File: config.mk
export PLATFORM = sky130hd
export DESIGN_NAME = ccs_clock_source_ctrl
export DESIGN_NICKNAME = d
export VERILOG_FILES = /design/src/core/ccs_pkg.sv /design/src/core/ccs_clock_source_ctrl.sv /design/src/core/ccs_edge_sync.sv
export SDC_FILE = /design/constraint.sdc
export NUM_CORES = 1
export LEC_CHECK = 0
export ABC_AREA = 0
export ABC_CLOCK_PERIOD_IN_PS = 8350
export CAP_MARGIN = 15
export CORE_UTILIZATION = 64
export CTS_BUF_LIST = sky130_fd_sc_hd__clkbuf_8
export DETAILED_ROUTE_END_ITERATION = 10
export DONT_BUFFER_PORTS = 1
export PLACE_DENSITY = 0.9
export SLEW_MARGIN = 10
export SYNTH_ARGS = -nofsm -noshare
export SYNTH_HDL_FRONTEND = slang
export SYNTH_SLANG_ARGS = --single-unit
File: constraint.sdc
create_clock -name clock_in -period 8.35 [get_ports clock_in]
set_clock_uncertainty 0.1 [all_clocks]
set_input_delay 0 -clock clock_in [delete_from_list [all_inputs] [get_ports clock_in]]
set_output_delay 0 -clock clock_in [all_outputs]
set_load 0.03 [all_outputs]
File: src/core/ccs_pkg.sv
// ----------------------------------------
// Clock source control constants
// ----------------------------------------
package ccs_pkg;

  localparam int ADDR_W = 12;

  // Register byte offsets
  localparam logic [ADDR_W-1:0] OFS_TRIM = 12'h000;
  localparam logic [ADDR_W-1:0] OFS_FREQ = 12'h004;
  localparam logic [ADDR_W-1:0] OFS_SWCTRL = 12'h008;
  localparam logic [ADDR_W-1:0] OFS_STATUS = 12'h00c;

  // Field positions
  localparam int FREQ_LOW_BIT = 0;
  localparam int SW_RC_EN_BIT = 0;
  localparam int SW_EXT_EN_BIT = 1;
  localparam int SW_SEL_EXT_BIT = 2;
  localparam int ST_RC_ON_BIT = 0;
  localparam int ST_EXT_ON_BIT = 1;
  localparam int ST_ACT_EXT_BIT = 2;
  localparam int ST_RUN_BIT = 3;
  localparam int STRB_LOW_LANE = 0;

  // Clock source select fuse codes
  localparam logic [3:0] CSS_RC = 4'h2;
  localparam logic [3:0] CSS_EXT = 4'h0;
  // Low frequency crystal is the pair 010x; bit 0 picks the long start-up
  localparam logic [3:0] CSS_LFXT = 4'h4;
  localparam int CSS_LP_BIT = 3;
  localparam int CSS_LSB_BIT = 0;

  // Source kinds
  localparam logic [1:0] KIND_RCEXT = 2'h0;
  localparam logic [1:0] KIND_LF = 2'h1;
  localparam logic [1:0] KIND_LP = 2'h2;

  // Start-up select codes
  localparam logic [1:0] SUT_ZERO = 2'h0;
  localparam logic [1:0] SUT_SHORT = 2'h1;
  localparam logic [1:0] SUT_LONG = 2'h2;
  localparam logic [1:0] SUT_RSVD = 2'h3;

  // Cycle counts
  localparam logic [15:0] CNT_RC_EXT_START = 16'h0006;
  localparam logic [15:0] CNT_LP_SHORT = 16'h0102;
  localparam logic [15:0] CNT_1K = 16'h0400;
  localparam logic [15:0] CNT_TAIL = 16'h000e;
  localparam logic [15:0] CNT_TO_SHORT = 16'h0200;
  localparam logic [15:0] CNT_SETTLE = 16'h0003;
  localparam logic [15:0] CNT_ONE = 16'h0001;
  localparam logic [15:0] CNT_NONE = 16'h0000;
  localparam int DEF_LONG_TIMEOUT = 8192;
  localparam int DEF_LF_LONG = 32768;
  localparam int DEF_LP_LONG = 16384;
  localparam logic [2:0] DIV8_LAST = 3'h7;

  // Synchroniser bus layout
  localparam int SB_RC = 0;
  localparam int SB_XTAL = 1;
  localparam int SB_WDT = 2;
  localparam int SB_CSS_LO = 3;
  localparam int SB_SUT_LO = 7;
  localparam int SB_DIV8 = 9;
  localparam int SB_CAL_LO = 10;
  localparam int SYNC_W = 18;

  localparam int SRC_RC = 0;
  localparam int SRC_EXT = 1;
  localparam int SRC_N = 2;

  typedef enum logic [2:0] {ST_LATCH, ST_OSC, ST_TAIL, ST_TIMEOUT, ST_RUN, ST_SLEEP} ccs_state_type;

endpackage

File: src/core/ccs_clock_source_ctrl.sv
`timescale 1ns/100ps
module ccs_clock_source_ctrl #(
  parameter int LONG_TIMEOUT_CYCLES = ccs_pkg::DEF_LONG_TIMEOUT,
  parameter int LF_LONG_STARTUP = ccs_pkg::DEF_LF_LONG,
  parameter int LP_LONG_STARTUP = ccs_pkg::DEF_LP_LONG
) (
  input wire logic clock_in,
  input wire logic rstn_in,
  input wire logic psel_in,
  input wire logic penable_in,
  input wire logic pwrite_in,
  input wire logic [ccs_pkg::ADDR_W-1:0] paddr_in,
  input wire logic [31:0] pwdata_in,
  input wire logic [3:0] pstrb_in,
  output logic pready_out,
  output logic [31:0] prdata_out,
  output logic pslverr_out,
  input wire logic rc_osc_in,
  input wire logic xtal_osc_in,
  input wire logic wdt_osc_in,
  input wire logic [3:0] fuse_clock_source_select_in,
  input wire logic [1:0] fuse_startup_select_in,
  input wire logic fuse_divide_by_eight_in,
  input wire logic [7:0] factory_cal_in,
  input wire logic sleep_enter_in,
  input wire logic wake_in,
  output logic core_clk_en_out,
  output logic core_rstn_out,
  output logic wdt_tick_out,
  output logic [7:0] rc_trim_out,
  output logic rc_low_freq_out,
  output logic rc_osc_enable_out,
  output logic xtal_osc_enable_out,
  output logic clock_select_ext_out
);
  import ccs_pkg::*;

  // ----------------------------------------
  // Synchronisers
  // ----------------------------------------
  logic [SYNC_W-1:0] async_bus;
  logic [SYNC_W-1:0] sync_level;
  logic [SYNC_W-1:0] sync_rise;

  assign async_bus = {factory_cal_in, fuse_divide_by_eight_in, fuse_startup_select_in,
                      fuse_clock_source_select_in, wdt_osc_in, xtal_osc_in, rc_osc_in};

  ccs_edge_sync #(.WIDTH(SYNC_W)) u_sync (
    .clock_in(clock_in),
    .rstn_in(rstn_in),
    .async_in(async_bus),
    .level_out(sync_level),
    .rise_out(sync_rise)
  );

  // Oscillators far above clock_in would alias; the sampled edges are the cycles counted
  wire rc_edge = sync_rise[SB_RC];
  wire xtal_edge = sync_rise[SB_XTAL];
  wire wdt_edge = sync_rise[SB_WDT];
  wire [3:0] fuse_css = sync_level[SB_CSS_LO +: 4];
  wire [1:0] fuse_sut = sync_level[SB_SUT_LO +: 2];
  wire fuse_div8 = sync_level[SB_DIV8];
  wire [7:0] fuse_cal = sync_level[SB_CAL_LO +: 8];

  // ----------------------------------------
  // Fuse decode
  // ----------------------------------------
  function automatic logic [1:0] kind_of(input logic [3:0] css);
    if (css[CSS_LP_BIT]) begin
      return KIND_LP;
    end else if ((css >> (CSS_LSB_BIT + 1)) == (CSS_LFXT >> (CSS_LSB_BIT + 1))) begin
      return KIND_LF;
    end
    return KIND_RCEXT;
  endfunction

  function automatic logic [15:0] osc_count(input logic [1:0] kind, input logic lsb, input logic [1:0] startup_select);
    logic [2:0] code;
    code = {lsb, startup_select};
    if (kind == KIND_LF) begin
      return lsb ? 16'(LF_LONG_STARTUP) : CNT_1K;
    end else if (kind == KIND_LP) begin
      unique case (code)
        3'h0, 3'h1: return CNT_LP_SHORT;
        3'h2, 3'h3, 3'h4: return CNT_1K;
        default: return 16'(LP_LONG_STARTUP);
      endcase
    end
    return CNT_RC_EXT_START;
  endfunction

  function automatic logic [15:0] timeout_count(input logic [1:0] kind, input logic lsb, input logic [1:0] startup_select);
    logic [2:0] code;
    code = {lsb, startup_select};
    if (kind == KIND_LP) begin
      unique case (code)
        3'h0, 3'h3, 3'h6: return CNT_TO_SHORT;
        3'h2, 3'h5: return CNT_NONE;
        default: return 16'(LONG_TIMEOUT_CYCLES);
      endcase
    end
    // Reserved code takes the longest delay rather than an undefined one
    unique case (startup_select)
      SUT_ZERO: return CNT_NONE;
      SUT_SHORT: return CNT_TO_SHORT;
      SUT_LONG, SUT_RSVD: return 16'(LONG_TIMEOUT_CYCLES);
    endcase
  endfunction

  wire [1:0] fuse_kind = kind_of(fuse_css);
  wire fuse_is_ext = (fuse_css != CSS_RC);

  // ----------------------------------------
  // Start-up sequencer
  // ----------------------------------------
  ccs_state_type state_ff, nxt_state;
  logic [15:0] cnt_ff, nxt_cnt;
  logic [15:0] start_ff, ext_start_ff, timeout_ff;
  logic [1:0] kind_ff;
  logic wake_ff, div8_ff, core_rstn_ff, active_ext_ff, nxt_active_ext;
  logic [2:0] div_ff;
  logic core_clk_en_ff, wdt_tick_ff;
  wire [SRC_N-1:0] src_on;

  wire act_edge = active_ext_ff ? xtal_edge : rc_edge;
  wire [15:0] wake_start = active_ext_ff ? ext_start_ff : CNT_RC_EXT_START;
  wire [15:0] osc_target = wake_ff ? wake_start : start_ff;
  wire latch_done = (state_ff == ST_LATCH) && (cnt_ff == CNT_SETTLE - CNT_ONE);
  wire osc_done = (state_ff == ST_OSC) && act_edge && (cnt_ff == osc_target - CNT_ONE);
  wire tail_done = (state_ff == ST_TAIL) && act_edge && (cnt_ff == CNT_TAIL - CNT_ONE);
  // Time-out advances on watchdog edges only, whichever source runs the core
  wire to_done = (state_ff == ST_TIMEOUT) && wdt_edge && (cnt_ff == timeout_ff - CNT_ONE);
  wire cnt_tick = (state_ff == ST_LATCH) || ((state_ff == ST_OSC || state_ff == ST_TAIL) && act_edge) ||
                  ((state_ff == ST_TIMEOUT) && wdt_edge);

  always_comb begin
    nxt_state = state_ff;
    unique case (state_ff)
      ST_LATCH: if (latch_done) begin
        nxt_state = ST_OSC;
      end
      ST_OSC: if (osc_done) begin
        nxt_state = wake_ff ? ST_RUN : ST_TAIL;
      end
      ST_TAIL: if (tail_done) begin
        nxt_state = (timeout_ff == CNT_NONE) ? ST_RUN : ST_TIMEOUT;
      end
      ST_TIMEOUT: if (to_done) begin
        nxt_state = ST_RUN;
      end
      ST_RUN: if (sleep_enter_in) begin
        nxt_state = ST_SLEEP;
      end
      ST_SLEEP: if (wake_in) begin
        nxt_state = ST_OSC;
      end
    endcase
  end

  assign nxt_cnt = (nxt_state != state_ff) ? CNT_NONE : (cnt_tick ? cnt_ff + CNT_ONE : cnt_ff);

  always_ff @(posedge clock_in or negedge rstn_in) begin
    if (!rstn_in) begin
      state_ff <= ST_LATCH;
      cnt_ff <= CNT_NONE;
      wake_ff <= 1'b0;
    end else begin
      state_ff <= nxt_state;
      cnt_ff <= nxt_cnt;
      wake_ff <= (state_ff == ST_SLEEP) ? 1'b1 : ((nxt_state == ST_RUN) ? 1'b0 : wake_ff);
    end
  end

  // Fuses are caught once after reset release, never at the reset edge
  always_ff @(posedge clock_in or negedge rstn_in) begin
    if (!rstn_in) begin
      kind_ff <= KIND_RCEXT;
      start_ff <= CNT_RC_EXT_START;
      ext_start_ff <= CNT_RC_EXT_START;
      timeout_ff <= CNT_NONE;
      div8_ff <= 1'b1;
    end else if (latch_done) begin
      kind_ff <= fuse_kind;
      start_ff <= osc_count(fuse_kind, fuse_css[CSS_LSB_BIT], fuse_sut);
      ext_start_ff <= fuse_is_ext ? osc_count(fuse_kind, fuse_css[CSS_LSB_BIT], fuse_sut) : CNT_RC_EXT_START;
      timeout_ff <= timeout_count(fuse_kind, fuse_css[CSS_LSB_BIT], fuse_sut);
      div8_ff <= fuse_div8;
    end
  end

  // ----------------------------------------
  // Core clock gate and prescaler
  // ----------------------------------------
  wire running = (state_ff == ST_RUN);
  wire div_hit = !div8_ff || (div_ff == DIV8_LAST);

  always_ff @(posedge clock_in or negedge rstn_in) begin
    if (!rstn_in) begin
      div_ff <= 3'h0;
      core_clk_en_ff <= 1'b0;
      core_rstn_ff <= 1'b0;
      wdt_tick_ff <= 1'b0;
    end else begin
      div_ff <= !running ? 3'h0 : (act_edge ? div_ff + 3'h1 : div_ff);
      core_clk_en_ff <= running && act_edge && div_hit;
      core_rstn_ff <= core_rstn_ff || (nxt_state == ST_RUN);
      wdt_tick_ff <= wdt_edge;
    end
  end

  // ----------------------------------------
  // APB slave
  // ----------------------------------------
  logic pready_ff, pslverr_ff;
  logic [31:0] prdata_ff, rdata;
  logic [7:0] trim_ff;
  logic low_freq_ff, rc_en_ff, ext_en_ff, sel_ext_ff, sw_allowed_ff;
  logic rc_osc_en_ff, xtal_osc_en_ff;

  wire access = psel_in && penable_in;
  wire first_acc = access && !pready_ff;
  wire fire = access && pready_ff;
  wire hit_trim = (paddr_in == OFS_TRIM);
  wire hit_freq = (paddr_in == OFS_FREQ);
  wire hit_sw = (paddr_in == OFS_SWCTRL);
  wire hit_st = (paddr_in == OFS_STATUS);
  wire addr_hit = hit_trim || hit_freq || hit_sw || hit_st;
  wire lane0 = pstrb_in[STRB_LOW_LANE];
  wire wr_trim = fire && pwrite_in && hit_trim && lane0;
  wire wr_freq = fire && pwrite_in && hit_freq && lane0;
  wire wr_sw = fire && pwrite_in && hit_sw && lane0 && sw_allowed_ff;

  wire [31:0] rd_trim = 32'(trim_ff);
  wire [31:0] rd_freq = 32'(low_freq_ff) << FREQ_LOW_BIT;
  wire [31:0] rd_sw = (32'(rc_en_ff) << SW_RC_EN_BIT) | (32'(ext_en_ff) << SW_EXT_EN_BIT) |
                      (32'(sel_ext_ff) << SW_SEL_EXT_BIT);
  wire [31:0] rd_st = (32'(src_on[SRC_RC]) << ST_RC_ON_BIT) | (32'(src_on[SRC_EXT]) << ST_EXT_ON_BIT) |
                      (32'(active_ext_ff) << ST_ACT_EXT_BIT) | (32'(running) << ST_RUN_BIT);
  assign rdata = hit_trim ? rd_trim : hit_freq ? rd_freq : hit_sw ? rd_sw : hit_st ? rd_st : 32'h0;

  always_ff @(posedge clock_in or negedge rstn_in) begin
    if (!rstn_in) begin
      pready_ff <= 1'b0;
      pslverr_ff <= 1'b0;
      prdata_ff <= 32'h0;
    end else begin
      pready_ff <= first_acc;
      pslverr_ff <= first_acc && !addr_hit;
      prdata_ff <= (first_acc && !pwrite_in) ? rdata : prdata_ff;
    end
  end

  // Trim drives the oscillator directly; the analog trim is monotonic in this code
  always_ff @(posedge clock_in or negedge rstn_in) begin
    if (!rstn_in) begin
      trim_ff <= 8'h00;
      low_freq_ff <= 1'b0;
    end else begin
      trim_ff <= latch_done ? fuse_cal : (wr_trim ? pwdata_in[7:0] : trim_ff);
      low_freq_ff <= wr_freq ? pwdata_in[FREQ_LOW_BIT] : low_freq_ff;
    end
  end

  // ----------------------------------------
  // Clock switch
  // ----------------------------------------
  wire [SRC_N-1:0] src_en = {xtal_osc_en_ff, rc_osc_en_ff};
  wire [SRC_N-1:0] src_edge = {xtal_edge, rc_edge};
  wire [15:0] src_target [SRC_N];
  assign src_target[SRC_RC] = CNT_RC_EXT_START;
  assign src_target[SRC_EXT] = ext_start_ff;

  for (genvar g = 0; g < SRC_N; g++) begin : g_src
    logic [15:0] on_cnt_ff;
    logic on_ff;
    always_ff @(posedge clock_in or negedge rstn_in) begin
      if (!rstn_in) begin
        on_cnt_ff <= CNT_NONE;
        on_ff <= 1'b0;
      end else if (!src_en[g]) begin
        on_cnt_ff <= CNT_NONE;
        on_ff <= 1'b0;
      end else if (src_edge[g] && !on_ff) begin
        on_cnt_ff <= on_cnt_ff + CNT_ONE;
        on_ff <= (on_cnt_ff == src_target[g] - CNT_ONE);
      end
    end
    assign src_on[g] = on_ff;
  end

  // Switch only once the target has counted its start-up; a running source stays enabled
  wire switch_go = running && (sel_ext_ff != active_ext_ff) && src_on[sel_ext_ff];
  assign nxt_active_ext = latch_done ? fuse_is_ext : (switch_go ? sel_ext_ff : active_ext_ff);

  always_ff @(posedge clock_in or negedge rstn_in) begin
    if (!rstn_in) begin
      rc_en_ff <= 1'b0;
      ext_en_ff <= 1'b0;
      sel_ext_ff <= 1'b0;
      sw_allowed_ff <= 1'b0;
      active_ext_ff <= 1'b0;
      rc_osc_en_ff <= 1'b0;
      xtal_osc_en_ff <= 1'b0;
    end else begin
      if (latch_done) begin
        rc_en_ff <= !fuse_is_ext;
        ext_en_ff <= fuse_is_ext;
        sel_ext_ff <= fuse_is_ext;
        sw_allowed_ff <= (fuse_kind != KIND_LF);
      end else if (wr_sw) begin
        rc_en_ff <= pwdata_in[SW_RC_EN_BIT];
        ext_en_ff <= pwdata_in[SW_EXT_EN_BIT];
        sel_ext_ff <= pwdata_in[SW_SEL_EXT_BIT];
      end
      active_ext_ff <= nxt_active_ext;
      rc_osc_en_ff <= (state_ff != ST_LATCH) && (rc_en_ff || !active_ext_ff);
      xtal_osc_en_ff <= (state_ff != ST_LATCH) && (ext_en_ff || active_ext_ff);
    end
  end

  assign pready_out = pready_ff;
  assign prdata_out = prdata_ff;
  assign pslverr_out = pslverr_ff;
  assign core_clk_en_out = core_clk_en_ff;
  assign core_rstn_out = core_rstn_ff;
  assign wdt_tick_out = wdt_tick_ff;
  assign rc_trim_out = trim_ff;
  assign rc_low_freq_out = low_freq_ff;
  assign rc_osc_enable_out = rc_osc_en_ff;
  assign xtal_osc_enable_out = xtal_osc_en_ff;
  assign clock_select_ext_out = active_ext_ff;

  logic [15:0] tail_seen_ff;
  always_ff @(posedge clock_in or negedge rstn_in) begin
    if (!rstn_in) begin
      tail_seen_ff <= CNT_NONE;
    end else begin
      tail_seen_ff <= (state_ff != ST_TAIL) ? CNT_NONE : (act_edge ? tail_seen_ff + CNT_ONE : tail_seen_ff);
    end
  end
endmodule

File: src/core/ccs_edge_sync.sv
`timescale 1ns/100ps
// ----------------------------------------
// Two-stage synchroniser with rise detect
// ----------------------------------------
module ccs_edge_sync #(
  parameter int WIDTH = 1
) (
  input wire logic clock_in,
  input wire logic rstn_in,
  input wire logic [WIDTH-1:0] async_in,
  output logic [WIDTH-1:0] level_out,
  output logic [WIDTH-1:0] rise_out
);
  import ccs_pkg::*;

  // Edge detect looks only at the second stage
  for (genvar g = 0; g < WIDTH; g++) begin : g_bit
    logic meta_ff;
    logic sync_ff;
    logic prev_ff;
    always_ff @(posedge clock_in or negedge rstn_in) begin
      if (!rstn_in) begin
        meta_ff <= 1'b0;
        sync_ff <= 1'b0;
        prev_ff <= 1'b0;
      end else begin
        meta_ff <= async_in[g];
        sync_ff <= meta_ff;
        prev_ff <= sync_ff;
      end
    end
    assign level_out[g] = sync_ff;
    assign rise_out[g] = sync_ff & ~prev_ff;
  end

endmodule

=== Word level (Yosys, flattened, before mapping) ===
Index checks and enable logic that the tools add are counted.

* $add $sub $neg: 7
* $lt $le $gt $ge: 1
* Eq/ne operators: 35
* Muxes and demuxes: 61
* Bitwise operators: 11
* Reduce and logical (&&, ||, !) cells: 63

{| class="wikitable"
|+ Operator list
! operator !! count
|-
| $mux W16 || 15
|-
| $add A16 B1 Y16 const B || 3
|-
| $eq A16 B16 Y1 || 3
|-
| $pmux W16 S3 || 1
|-
| $sub A16 B1 Y16 const B || 3
|-
| $mux W3 || 10
|-
| $pmux W15 S2 || 1
|-
| $logic_and A1 B1 Y1 || 29
|-
| $pmux W14 S2 || 1
|-
| $eq A12 B4 Y1 const B || 2
|-
| $mux W8 || 3
|-
| $mux W1 || 23
|-
| $eq A3 B3 Y1 const B || 7
|-
| $pmux W3 S6 || 1
|-
| $eq A16 B2 Y1 const B || 1
|-
| $eq A16 B3 Y1 const B || 1
|-
| $eq A16 B4 Y1 const B || 1
|-
| $logic_not A16 Y1 || 1
|-
| $eq A3 B2 Y1 const B || 5
|-
| $eq A12 B3 Y1 const B || 1
|-
| $logic_not A12 Y1 || 1
|-
| $mux W4 || 3
|-
| $logic_or A1 B1 Y1 || 10
|-
| $reduce_bool A2 Y1 || 5
|-
| 22 further kinds || 47
|}

* Register bits: 198
* Input port bits: 73
* Output and inout bits: 49
* Word-level logic and storage cells: 244

=== Logic depth before layout (Yosys ltp) ===
* Depth after elaboration: 10
* Gate-level depth with buffers: 13
* Depth with buffers taken out: 11

=== Modules after synthesis ===
Synthesis repeated with hierarchy kept, for this count alone.

* Cell total of the unflattened synthesis: 728
* Area, all modules: 7739.9 um^2

{| class="wikitable"
|+ By module, submodules not included
! module !! times used !! cells an instance !! area each (um^2) !! seq. area each (um^2)
|-
| ccs_clock_source_ctrl || 1 || 638 || 6005.8 || 2533.7
|-
| ccs_edge_sync || 1 || 90 || 1734.2 || 1351.3
|}

=== Least setup slack after synthesis ===
No wires, ideal clock.

* Path type: register to register
* Start point: register active_ext_ff, in the netlist clock_select_ext_out
* End point: register wake_ff
* Setup time: 0.126 ns
* Data arrival time: 2.902 ns
* Required time: 8.124 ns
* Path slack: 5.222 ns
* Cell stages (with the launch flop): 9
* Path buffers: 0
* Clock period less this slack: 3.128 ns
* Cell sequence: dfrtp_1 and3b_1 or2_2 ha_1 or4b_2 a311o_1 a221oi_4 o21ai_2 a221o_1

* Cells in the longest elaborated chain, start to end: 9
* Elaborated cells on any way between the ends: 14
* Those cells by class: add/sub: 1; eq/ne: 2; mux: 6; reduce/logical: 5

{| class="wikitable"
|+ Ends and longest elaborated chain
! item !! line !! RTL
|-
| start, declared || ccs_clock_source_ctrl.sv:120 || <nowiki>logic wake_ff, div8_ff, core_rstn_ff, active_ext_ff, nxt_active_ext;</nowiki>
|-
| start signal, assigned || ccs_clock_source_ctrl.sv:315 || <nowiki>active_ext_ff <= nxt_active_ext;</nowiki>
|-
| $mux W16 || ccs_clock_source_ctrl.sv:126 || <nowiki>wire [15:0] wake_start = active_ext_ff ? ext_start_ff : CNT_RC_EXT_START;</nowiki>
|-
| $mux W16 || ccs_clock_source_ctrl.sv:127 || <nowiki>wire [15:0] osc_target = wake_ff ? wake_start : start_ff;</nowiki>
|-
| $sub A16 B1 Y16 || ccs_clock_source_ctrl.sv:129 || <nowiki>wire osc_done = (state_ff == ST_OSC) && act_edge && (cnt_ff == osc_target - CNT_ONE);</nowiki>
|-
| $eq A16 B16 Y1 || ccs_clock_source_ctrl.sv:129 ||
|-
| $logic_and A1 B1 Y1 || ccs_clock_source_ctrl.sv:129 ||
|-
| $mux W3 || ccs_clock_source_ctrl.sv:142 || <nowiki>ST_OSC: if (osc_done) begin</nowiki>
|-
| $pmux W3 S6 * || ccs_clock_source_ctrl.sv:138 || <nowiki>unique case (state_ff)</nowiki>
|-
| net nxt_state[0] || ccs_clock_source_ctrl.sv:116 || <nowiki>ccs_state_type state_ff, nxt_state;</nowiki>
|-
| $eq A3 B3 Y1 * || ccs_clock_source_ctrl.sv:170 || <nowiki>wake_ff <= (state_ff == ST_SLEEP) ? 1'b1 : ((nxt_state == ST_RUN) ? 1'b0 : wake_ff);</nowiki>
|-
| $reduce_bool A2 Y1 (no source line) * || n/a ||
|-
| end signal, assigned || ccs_clock_source_ctrl.sv:170 ||
|-
| end, declared || ccs_clock_source_ctrl.sv:120 ||
|}

Mark *: on every way through the listed nets, which the timed path passes. The rest lies on a longest branch.
A chain may end at the register's enable or synchronous reset.

=== Worst setup path after layout ===
* Start point: register active_ext_ff, in the netlist clock_select_ext_out
* End point: register cnt_ff[2]

* Cells in the longest elaborated chain, start to end: 9
* Elaborated cells on any way between the ends: 18
* Those cells by class: add/sub: 1; eq/ne: 2; mux: 7; reduce/logical: 8

{| class="wikitable"
|+ Ends and longest elaborated chain
! item !! line !! RTL
|-
| $mux W16 || ccs_clock_source_ctrl.sv:126 ||
|-
| $mux W16 || ccs_clock_source_ctrl.sv:127 ||
|-
| $sub A16 B1 Y16 || ccs_clock_source_ctrl.sv:129 ||
|-
| $eq A16 B16 Y1 || ccs_clock_source_ctrl.sv:129 ||
|-
| $logic_and A1 B1 Y1 || ccs_clock_source_ctrl.sv:129 ||
|-
| $mux W3 || ccs_clock_source_ctrl.sv:142 ||
|-
| $pmux W3 S6 || ccs_clock_source_ctrl.sv:138 ||
|-
| $ne A3 B3 Y1 || ccs_clock_source_ctrl.sv:160 || <nowiki>assign nxt_cnt = (nxt_state != state_ff) ? CNT_NONE : (cnt_tick ? cnt_ff + CNT_ONE : cnt_ff);</nowiki>
|-
| $mux W16 or $reduce_bool A2 Y1 (tied branches) || n/a ||
|-
| end signal, assigned || ccs_clock_source_ctrl.sv:169 || <nowiki>cnt_ff <= nxt_cnt;</nowiki>
|-
| end, declared || ccs_clock_source_ctrl.sv:117 || <nowiki>logic [15:0] cnt_ff, nxt_cnt;</nowiki>
|}

Parallel ways exist; a longest one is shown, timed or not.

==> flow_metrics.tcl <==
set metrics [dict create \
    status "finished clean" \
    dpl.hpwl_um 9580 \
    synth_common_cells "135 x dfrtp_1, 87 x nand2_1, 58 x nor2_1" \
    reg2reg_from "clock_select_ext_out" \
    synth_top_area_share_pct 48.2 \
    drtAntennaViolNets 0 \
    die_h_um 107 \
    grt_pass1_wl_um 28400 \
    drv_slew 0 \
    drive_gt1_share_pct 7.10 \
    leakage_nw 3.50 \
    max_cap_violations 0 \
    slew_headroom_pct 41.5 \
    p_per_area_mw_per_mm2 254 \
    detail_route.iter0.violations 419 \
    cts_root_buf "clkbuf_8" \
    worstSetupPathType "reg -> reg" \
    grt_pass1_vias 5658 \
    start_kind "flip-flop" \
    syn_avg_cell_area_um2 10.0 \
    fin_crit_sh_pct 43.9 \
    cts_tree "done" \
    ir_drop_v 0.000239 \
    first_pass_iters 5 \
    cts_resized 0 \
    portBuffers 0 \
    synth-main-ff-cell "dfrtp_1" \
    synthCells 698 \
    path_clk_slew_ps 90 \
    finalSetupTns_ps 0 \
    die_area_mm2 0.0114 \
    synth_most_common_cell "dfrtp_1" \
    worstSkewPairLatency_ps 460 \
    hold_path.class "in -> reg" \
    startpoint "clock_select_ext_out" \
    async_flop_share_pct 100 \
    final_nets 834 \
    netlist_area_mm2 0.00700 \
    synth_top_area_cell "dfrtp_1" \
    drc 0 \
    core-area_mm2 0.0105 \
    ys_ff_latch 140 \
    track_usage_pct 32.8 \
    fin_crit_ps 3660 \
    overflow 0 \
    hp-start "pstrb_in[0]" \
    grt_max_degree 141 \
    cts_htree_levels 4 \
    yosysUniqueCellTypes 66 \
    routed_wl_um 17000 \
    required_ps 8590 \
    cp_max_fo 16 \
    fp-row-count 37 \
    cts.sinks 140 \
    final_hold_viol_count 0 \
    start_util_pct 66.9 \
    numCtsBuffers 17 \
    finalSetupViolations 0 \
    seq_area_frac_synth_pct 50.1 \
    diodes 0 \
    die_w_um 107 \
    synthToLayoutAreaGrowth_pct 13.6 \
    cts_buffer_depth 2 \
    synthTopCellsByArea "dfrtp_1 48%, nand2_1 4.7%, xnor2_1 3.4%, nor2_1 3.1%, o21ai_0 2.9%" \
    vias 5596 \
    fin_ws_ps 4690 \
    pin_count 122 \
    synth-edff-count 0 \
    tightest_slew_ps 878 \
    end_kind "flip-flop" \
    antenna_found_initial 0 \
    rsz0062_at_grt "false" \
    clock.fmax_mhz 273 \
    wl_per_cell_um 18.9 \
    gp_congestion 0.922 \
    place_ws_ps 4770 \
    arrival_ps 3900 \
    yosys_warnings 0 \
    vias_per_cell 6.24 \
]
[power breakdown]
part           internal, mW  switching, mW
clock                 0.258          0.291
combinational         0.202          0.271
sequential            0.787          0.208
total                  1.25          0.770
[worst max-delay path: stages, from the launching register on]
cell and delay (ps):
dfrtp_1 710, and3b_1 350, or2_2 280, ha_1 300
or4b_2 650, a311o_1 360, a221oi_4 320, a2111o_2 360
nor2_1 100
[state kept, by name (all words and copies together) (netlist names), 2 cells and up]
name and flops:
start_ff 6, g_src.on_cnt_ff 32, u_sync.g_bit.prev_ff 3, g_src.on_ff 2, div_ff 3, u_sync.g_bit.meta_ff 18
u_sync.g_bit.sync_ff 18, cnt_ff 16, ext_start_ff 6, state_ff 3, prdata_out 8, timeout_ff 2
rc_trim_out 8
[worst paths after layout]
| check | to | depth (start not counted) | slack, ps |
|---|---|---|---|
| max | cnt_ff[2] | 8 | 4690 |
| min | rc_trim_out[0] | 4 | 40 |
| max reg2reg | cnt_ff[2] | 8 | 4690 |
| min reg2reg | u_sync.g_bit[8].sync_ff | 0 | 250 |
| max in group asynchronous | u_sync.g_bit[10].sync_ff | 2 | 7580 |
| min in group asynchronous | g_src[0].on_cnt_ff[7] | 2 | 90 |
[cells in the final DEF, fill, tap and decap left out, types with 11 or more instances in the layout]
cell type	instances
a21oi_1	11
and2_1	29
and3_1	13
clkbuf_8	19
conb_1	24
dfrtp_1	135
dlygate4sd3_1	59
ha_1	12
inv_1	16
mux2i_1	17
nand2_1	87
nand3_1	15
nand4_1	17
nor2_1	58
nor2b_1	14
nor3_1	13
o21ai_0	41
or3_1	13
xnor2_1	27
xor2_1	23
[stage by stage]
stage	cells	cell area [µm²]	utilization [%]	power (mW)	hold slack (ps)
floorplan	721	7090	-	1.30	-396
global placement	806	6950	66.4	1.37	-393
detailed placement	806	6950	66.4	1.40	-392
CTS	895	7940	75.8	1.98	1.54
global route	897	7960	76.0	2.12	29.4
finish	897	7960	76.0	2.02	38.2
[cell families (layout without fill, tap and decap cells)]
| logic type | after synthesis | count (layout) | synth area share, % |
|---|---|---|---|
| AOI/OAI and AO/OA | 110 | 110 | 11.4 |
| muxes | 19 | 19 | 2.91 |
| adders and majority gates | 12 | 12 | 2.14 |
| and+or+nand+nor | 298 | 298 | 21.7 |
| buffers and inverters | 68 | 108 | 5.40 |
| DFF | 140 | 140 | 50.1 |
| other | 1 | 24 | 0.0536 |
| xor gates and xnor gates | 50 | 50 | 6.25 |
[layout make-up]
type	instances	area (µm²)
clock buffers	19	262
clock inverters	12	128
fillers	612	2510
inverters	16	60.1
multi-input cells	513	3200
flip-flops and latches	140	3510
well taps	136	170
repair buffers	61	626
[routing by layer]
layer	track usage, %	vias up	share of wire (%)
met3	9.73	91	6.9
li1	-	2485	-
met4	18.2	0	5.1
met2	55.0	296	50
met1	37.7	2724	38
met5	0	-	0
[timing repair]
| item | CTS | global route |
|---|---|---|
| buffers inserted | 0 | 0 |
| hold buffers | 58 | 2 |
| hold endpoints to repair | 181 | 2 |
(Power assumes the default switching activity.)
